**src/pkg/sefaf_pkg.sv**
```systemverilog
package sefaf_pkg;
    // Register byte offsets
    localparam logic [7:0] SEFAF_FLAGS_OFF = 8'h00;
    localparam logic [7:0] SEFAF_CTRL_OFF = 8'h04;
    localparam logic [7:0] SEFAF_FILT_OFF = 8'h08;
    localparam logic [7:0] SEFAF_CFG_OFF = 8'h0C;
    localparam logic [7:0] SEFAF_STAT_OFF = 8'h10;
    // Flag field positions in the flags register
    localparam int SEFAF_EXT1_POS = 0;
    localparam int SEFAF_EXT2_POS = 1;
    localparam int SEFAF_IDX1_POS = 2;
    localparam int SEFAF_IDX2_POS = 3;
    // Control bits
    localparam int SEFAF_RUN_POS = 0;
    // General input numbers carrying the two interrupt sources
    localparam int SEFAF_EXT1_INPUT = 11;
    localparam int SEFAF_EXT2_INPUT = 12;
    // Filter cutoff limit and reset value, in hertz
    localparam logic [15:0] SEFAF_FILT_MAX_HZ = 16'h012C;
    localparam logic [15:0] SEFAF_FILT_RST_HZ = 16'h012C;
    localparam int SEFAF_FILT_W = 16;
    localparam int SEFAF_NFLAGS = 4;
    // Program run state
    typedef enum logic [1:0] {
        SEFAF_IDLE, SEFAF_RUN
    } sefaf_prog_type;
endpackage

```
**src/pkg/sefaf_sync_if.sv**
```systemverilog
interface sefaf_sync_if #(parameter int N = 4);
    logic [N-1:0] raw;
    logic [N-1:0] rise;
    modport src (output raw, input rise);
    modport det (input raw, output rise);
endinterface

```
**src/hdl/sefaf_edge_det.sv**
```systemverilog
module sefaf_edge_det
    import sefaf_pkg::*;
(
    input wire logic clk,
    input wire logic rst,
    sefaf_sync_if.det sif
);
    localparam int N = SEFAF_NFLAGS;
    logic [N-1:0] s1_r, s2_r, s3_r, rise_r;
    logic [N-1:0] s1_nxt, s2_nxt, s3_nxt, rise_nxt;

    // Two-stage sync, then edge on second and third stage
    always_comb begin
        s1_nxt = sif.raw;
        s2_nxt = s1_r;
        s3_nxt = s2_r;
        rise_nxt = s2_r & ~s3_r; // RL10
    end

    always_ff @(posedge clk) begin
        if (rst) begin
            s1_r <= '0;
            s2_r <= '0;
            s3_r <= '0;
            rise_r <= '0;
        end else begin
            s1_r <= s1_nxt;
            s2_r <= s2_nxt;
            s3_r <= s3_nxt;
            rise_r <= rise_nxt;
        end
    end

    assign sif.rise = rise_r;
endmodule

```
**src/hdl/sefaf_top.sv**
```systemverilog
// Function
// RL1: Interrupt input going OFF to ON sets its external event flag.
// RL2: Event source 1 is general input 11, source 2 is input 12.
// RL3: Reading external flags keeps them; software writes OFF to clear.
// RL4: Encoder 1 or 2 index pulse sets its index event flag.
// RL5: Index flags survive reads; software writes OFF to clear them.
// RL6: Program end forces all external and index flags OFF.
// RL7: Filter setting is cutoff in hertz, capped at 300 Hz.
// RL8: Program-written filter holds only while running; end restores config.
// RL9: Without a program write, the stored configuration cutoff applies.
// RL10: Inputs synchronised before edge detect; set beats clear.
module sefaf_top
    import sefaf_pkg::*;
#(
    parameter int GPIN_W = 16
)
(
    input wire logic clk,
    input wire logic rst,
    input wire logic psel,
    input wire logic penable,
    input wire logic pwrite,
    input wire logic [7:0] paddr,
    input wire logic [31:0] pwdata,
    output logic [31:0] prdata,
    output logic pready,
    output logic pslverr,
    input wire logic [GPIN_W-1:0] gen_in,
    input wire logic [1:0] enc_index,
    output logic [3:0] event_flags,
    output logic [15:0] filter_cutoff_hz,
    output logic prog_running
);
    sefaf_sync_if #(.N(SEFAF_NFLAGS)) sif ();

    // Source selection
    assign sif.raw = {enc_index[1], enc_index[0],
                      gen_in[SEFAF_EXT2_INPUT], gen_in[SEFAF_EXT1_INPUT]}; // RL2

    sefaf_edge_det u_edge (
        .clk(clk),
        .rst(rst),
        .sif(sif)
    );

    // Program run state
    logic run_r;
    logic run_nxt;
    // Stored configuration cutoff
    logic [15:0] cfg_r;
    logic [15:0] cfg_nxt;
    // Cutoff written by the running program
    logic [15:0] prog_filt_r;
    logic [15:0] prog_filt_nxt;
    // Program has overridden the cutoff
    logic prog_set_r;
    logic prog_set_nxt;
    // Effective cutoff
    logic [15:0] cut_r;
    logic [15:0] cut_nxt;
    // Sticky event flags
    logic [3:0] flags_r;
    logic [3:0] flags_nxt;
    // Registered bus answer
    logic [31:0] prdata_r;
    logic [31:0] prdata_nxt;
    logic pready_r;
    logic pready_nxt;
    logic pslverr_r;
    logic pslverr_nxt;
    // Bus qualifiers and per-register write strobes
    logic wr_en;
    logic rd_en;
    logic wr_ctrl;
    logic wr_cfg;
    logic wr_filt;
    logic wr_flags;
    // Program-end strobe
    logic prog_end;

    // Clamp a requested cutoff to the upper limit
    function automatic logic [15:0] clamp_hz(input logic [31:0] v);
        if (v > {16'h0000, SEFAF_FILT_MAX_HZ}) begin
            clamp_hz = SEFAF_FILT_MAX_HZ; // RL7
        end else begin
            clamp_hz = v[15:0];
        end
    endfunction

    // Access-phase qualifiers; one wait state makes each answer registered
    assign wr_en = psel & penable & pwrite & ~pready_r;
    assign rd_en = psel & penable & ~pwrite & ~pready_r;

    // Write strobes, one per writable register
    assign wr_ctrl = wr_en & (paddr == SEFAF_CTRL_OFF);
    assign wr_cfg = wr_en & (paddr == SEFAF_CFG_OFF);
    assign wr_filt = wr_en & (paddr == SEFAF_FILT_OFF);
    assign wr_flags = wr_en & (paddr == SEFAF_FLAGS_OFF);

    // Run falling; taken from the write, not run_nxt, to avoid a loop
    assign prog_end = wr_ctrl & run_r & ~pwdata[SEFAF_RUN_POS];

    // Program state and filter next values
    always_comb begin
        run_nxt = run_r;
        cfg_nxt = cfg_r;
        prog_filt_nxt = prog_filt_r;
        prog_set_nxt = prog_set_r;
        if (wr_ctrl) begin
            run_nxt = pwdata[SEFAF_RUN_POS];
        end
        // Stored value may change at any time
        if (wr_cfg) begin
            cfg_nxt = clamp_hz(pwdata); // RL7
        end
        // Program writes count only while it runs
        if (wr_filt && run_r) begin
            prog_filt_nxt = clamp_hz(pwdata); // RL7 RL8
            prog_set_nxt = 1'b1;
        end
        // Program end drops the override
        if (prog_end) begin
            prog_set_nxt = 1'b0; // RL8
        end
        // Override if set, otherwise the stored value
        if (prog_set_nxt) begin
            cut_nxt = prog_filt_nxt; // RL8
        end else begin
            cut_nxt = cfg_nxt; // RL9
        end
    end

    // Program state and filter registers
    always_ff @(posedge clk) begin
        if (rst) begin
            run_r <= 1'b0;
            cfg_r <= SEFAF_FILT_RST_HZ;
            prog_filt_r <= SEFAF_FILT_RST_HZ;
            prog_set_r <= 1'b0;
            cut_r <= SEFAF_FILT_RST_HZ;
        end else begin
            run_r <= run_nxt;
            cfg_r <= cfg_nxt;
            prog_filt_r <= prog_filt_nxt;
            prog_set_r <= prog_set_nxt;
            cut_r <= cut_nxt;
        end
    end

    // Sticky flags next value
    always_comb begin
        flags_nxt = flags_r;
        // Writing 0 to a bit clears it; 1 leaves it
        if (wr_flags) begin
            flags_nxt = flags_r & pwdata[SEFAF_NFLAGS-1:0]; // RL3 RL5
        end
        if (prog_end) begin
            flags_nxt = '0; // RL6
        end
        // Set after clear so a same-cycle event survives
        flags_nxt = flags_nxt | sif.rise; // RL1 RL4 RL10
    end

    // Sticky flag registers
    always_ff @(posedge clk) begin
        if (rst) begin
            flags_r <= '0;
        end else begin
            flags_r <= flags_nxt;
        end
    end

    // Read mux, reads leave flags untouched
    always_comb begin
        prdata_nxt = '0;
        pready_nxt = psel & penable & ~pready_r;
        pslverr_nxt = 1'b0;
        if (rd_en || wr_en) begin
            if (paddr == SEFAF_FLAGS_OFF) begin
                prdata_nxt = {28'h0000000, flags_r}; // RL3 RL5
            end else if (paddr == SEFAF_CTRL_OFF) begin
                prdata_nxt = {31'h00000000, run_r};
            end else if (paddr == SEFAF_FILT_OFF) begin
                prdata_nxt = {16'h0000, cut_r};
            end else if (paddr == SEFAF_CFG_OFF) begin
                prdata_nxt = {16'h0000, cfg_r};
            end else if (paddr == SEFAF_STAT_OFF) begin
                prdata_nxt = {30'h00000000, prog_set_r, run_r};
            end else begin
                pslverr_nxt = 1'b1;
            end
            if (wr_en) begin
                prdata_nxt = '0;
            end
        end
    end

    // Bus answer registers
    always_ff @(posedge clk) begin
        if (rst) begin
            prdata_r <= '0;
            pready_r <= 1'b0;
            pslverr_r <= 1'b0;
        end else begin
            prdata_r <= prdata_nxt;
            pready_r <= pready_nxt;
            pslverr_r <= pslverr_nxt;
        end
    end

    // Outputs straight from their registers
    assign prdata = prdata_r;
    assign pready = pready_r;
    assign pslverr = pslverr_r;
    assign event_flags = flags_r;
    assign filter_cutoff_hz = cut_r;
    assign prog_running = run_r;
endmodule

```
**config.mk**
```make
export PLATFORM = sky130hd
export DESIGN_NAME = sefaf_top
export DESIGN_NICKNAME = d
export VERILOG_FILES = /design/src/pkg/sefaf_pkg.sv /design/src/pkg/sefaf_sync_if.sv /design/src/hdl/sefaf_edge_det.sv /design/src/hdl/sefaf_top.sv
export SDC_FILE = /design/constraint.sdc
export NUM_CORES = 1
export LEC_CHECK = 0
export ABC_AREA = 1
export BUFFER_PORTS_ARGS = -buffer_cell sky130_fd_sc_hd__buf_2
export CELL_PAD_IN_SITES_DETAIL_PLACEMENT = 1
export CELL_PAD_IN_SITES_GLOBAL_PLACEMENT = 1
export CORE_MARGIN = 2
export CORE_UTILIZATION = 38
export CTS_CLUSTER_SIZE = 40
export DETAILED_ROUTE_END_ITERATION = 8
export GPL_TIMING_DRIVEN = 0
export PLACE_DENSITY_LB_ADDON = 0.1
export SKIP_CTS_REPAIR_TIMING = 1
export SYNTH_ARGS = -nofsm -noshare
export SYNTH_HDL_FRONTEND = slang
export SYNTH_SLANG_ARGS = --single-unit
```
**constraint.sdc**
```tcl
create_clock -name clk -period 4.71 [get_ports clk]
set_input_delay 0.942 -clock clk [delete_from_list [all_inputs] [get_ports clk]]
set_output_delay 0.942 -clock clk [all_outputs]
set_load 0.1 [all_outputs]
```
==> impl_metrics.env <==
export IMPL_status="completed"
export IMPL_grt_max_degree=17
export IMPL_layout_drive_gt1_share_pct=26.4
export IMPL_ys_warn_count=0
export IMPL_fin_crit_ns=2.42
export IMPL_syn_area_um2=3570
export IMPL_worstMarginPinSlew_ns=0.557
export IMPL_drt_vias_per_instance=4.67
export IMPL_vias=3238
export IMPL_p_leak_nw=2.20
export IMPL_seq_area_um2=1760
export IMPL_rr_worst_depth=10
export IMPL_grt_overflow_total=0
export IMPL_critical_path_endpoint_type="register"
export IMPL_final_cell_mix="nand2_1 (106), buf_2 (90), dfxtp_1 (88)"
export IMPL_power_density_nw_per_um2=316
export IMPL_drt_wirelength_per_cell_um=14.1
export IMPL_peakVddDrop_uv=177
export IMPL_clk_path_buf_depth=2
export IMPL_cap_viol_max_count=0
export IMPL_num_io_pins=118
export IMPL_antenna_left=0
export IMPL_core_area_um2=9150
export IMPL_portBuffers=86
export IMPL_dieArea_um2=10200
export IMPL_worstSetupPathType="in -> reg"
export IMPL_grt_first_pass_wirelength_mm=16.2
export IMPL_finalHoldViolCount=0
export IMPL_reg2reg_to="filter_cutoff_hz[8]$_SDFF_PP1_"
export IMPL_crit_fanout=9
export IMPL_first_global_vias=3368
export IMPL_drtPass1Iterations=4
export IMPL_nets=641
export IMPL_start_util_pct=39.0
export IMPL_die_height_um=101
export IMPL_drc=0
export IMPL_yosys_register_bits=88
export IMPL_clock_latency_ns=0.36
export IMPL_antenna_found_initial=0
export IMPL_rrSetupSlack_ns=2.93
export IMPL_synthToLayoutAreaGrowth_pct=22.6
export IMPL_nFillCells=1194
export IMPL_die_x_um=101
export IMPL_fin_setup_tns_ns=0
export IMPL_htree_num_levels=3
export IMPL_final_max_slew_viol_count=0
export IMPL_gp_congestion=0.845
export IMPL_cts_sinks=88
export IMPL_slew_headroom_pct=62.9
export IMPL_multi_input_comb_area_um2=1440
export IMPL_setup_viol=0
export IMPL_crit_end="prdata[3]$_SDFF_PP0_"
export IMPL_finalNonFillerCells=694
export IMPL_routed_wl_mm=9.76
export IMPL_tritoncts="yes"
export IMPL_diodes=0
export IMPL_dp_hpwl_mm=7.71
export IMPL_cts_root_buf="clkbuf_8"
export IMPL_ys_seq_area_share_pct=49.4
export IMPL_syn_area_per_cell_um2=7.65
export IMPL_reg2reg_from="pready$_SDFF_PP0_"
export IMPL_worst_setup_path_start_kind="primary input"
export IMPL_final_util_pct=47.8
export IMPL_place_inst=678
export IMPL_arrival_ns=2.66
export IMPL_track_usage_pct=20.5
export IMPL_layout_commonest_cell="nand2_1"
export IMPL_rows=35
export IMPL_fmax_mhz=414
export IMPL_synth_cells=466
export IMPL_startpoint="paddr[7]"
export IMPL_drtIter0Drc=82
export IMPL_yosysUniqueCellTypes=31
export IMPL_numCtsBuffers=9
export IMPL_rsz0062_at_grt="no"
export IMPL_skew_ns=0.0132
export IMPL_hold_class="reg -> reg"
export IMPL_clk_pin_slew_worst_paths_ns=0.09
export IMPL_period_share_pct=51.3
export IMPL_cp_data_required_time_ns=4.95
## synthesized netlist by cell type
library cell  instances  area share [%]
buf_4                18             3.8
o21ai_0              10             1.4
inv_1                58             6.1
buf_2                 4            0.56
clkbuf_1              3            0.32
nor3_1                8             1.1
o22ai_1               7             1.2
nand2_1             106              11
nor2_1               64             6.7
nand4_4               1            0.60
nand4_1               9             1.6
buf_1                 3            0.32
nand2_2               1            0.18
nand2_4               3            0.95
nor2_8                2             1.1
nor2_4                1            0.32
o21ai_2               3            0.74
conb_1                1            0.11
and3_1                1            0.18
nand3_2               2            0.56
a22o_1                5             1.2
and2_0                2            0.35
or2_2                 9             1.6
inv_2                 5            0.53
nand3_4               1            0.49
buf_6                 1            0.32
nor2_2                1            0.18
or2_1                 1            0.18
dfxtp_1              88              49
a21oi_1              10             1.4
nand3_1              38             5.3
## registers in the layout (all words and copies together), names as in the netlist, 16 cells and up
register,count
cfg_r,16
filter_cutoff_hz,16
prdata,16
prog_filt_r,16
## final cells by class
class	count	area share, %
tap	111	3.18
clock buffer	9	2.83
buffer	29	4.32
clock inverter	7	1.26
multi-input combinational	301	32.9
sequential	88	40.3
timing repair buffer	86	9.85
inverter	63	5.41
## stage by stage
step                      area [um2]  hold WS [ns]  worst slack [ns]  total power (W)
after global placement          4190         0.378              1.94         0.000917
after floorplan                 3620         0.373              2.53         0.000882
final                           4370         0.396              2.29          0.00138
after detailed placement        4190         0.384              1.90         0.000919
after CTS                       4370         0.399              2.28          0.00140
after global routing            4370         0.416              2.19          0.00143
## worst max-delay path, stage by stage
cell and delay [ns]:
buf_2 0.09, nor2_1 0.15, nand3_2 0.20, nor3_1 0.35
or2_1 0.16, clkbuf_1 0.38, inv_2 0.19, nand2_1 0.11
o21ai_0 0.08
## how the worst min path moves through the flow
stage	slack, ns	cells after the start	start	to
3_3_place_gp	0.38	1	u_edge.s3_r[3]$_SDFF_PP0_	u_edge.sif.rise[3]$_SDFF_PP0_
5_1_grt	0.42	1	u_edge.s3_r[2]$_SDFF_PP0_	u_edge.sif.rise[2]$_SDFF_PP0_
2_1_floorplan	0.37	1	u_edge.s3_r[3]$_SDFF_PP0_	u_edge.sif.rise[3]$_SDFF_PP0_
6_report	0.40	1	u_edge.s3_r[2]$_SDFF_PP0_	u_edge.sif.rise[2]$_SDFF_PP0_
4_1_cts	0.40	1	u_edge.s3_r[1]$_SDFF_PP0_	u_edge.sif.rise[1]$_SDFF_PP0_
3_5_place_dp	0.38	1	u_edge.s3_r[1]$_SDFF_PP0_	u_edge.sif.rise[1]$_SDFF_PP0_
## power by group
part,internal [W],total [W],switching (W)
registers,0.000750,0.000753,0.00000264
logic,0.0000353,0.000148,0.000113
clock network,0.000198,0.000481,0.000283
total,0.000984,0.00138,0.000399
## kinds of logic after synthesis
| kind of cell | share of synthesized area [%] |
|---|---|
| other cells | 0.105 |
| flops | 49.4 |
| buf+inv | 11.9 |
| simple gates | 32.6 |
| compound gates | 6.00 |
## layer usage
layer  global-route usage, %  part of all wire, %  vias up
met5                       0                    0        -
met4                    5.30                  1.1        0
met3                    3.47                  3.5       11
met2                    36.6                   50       67
met1                    25.6                   46     1512
li1                        -                    -     1648
(Power assumes the default switching activity.)
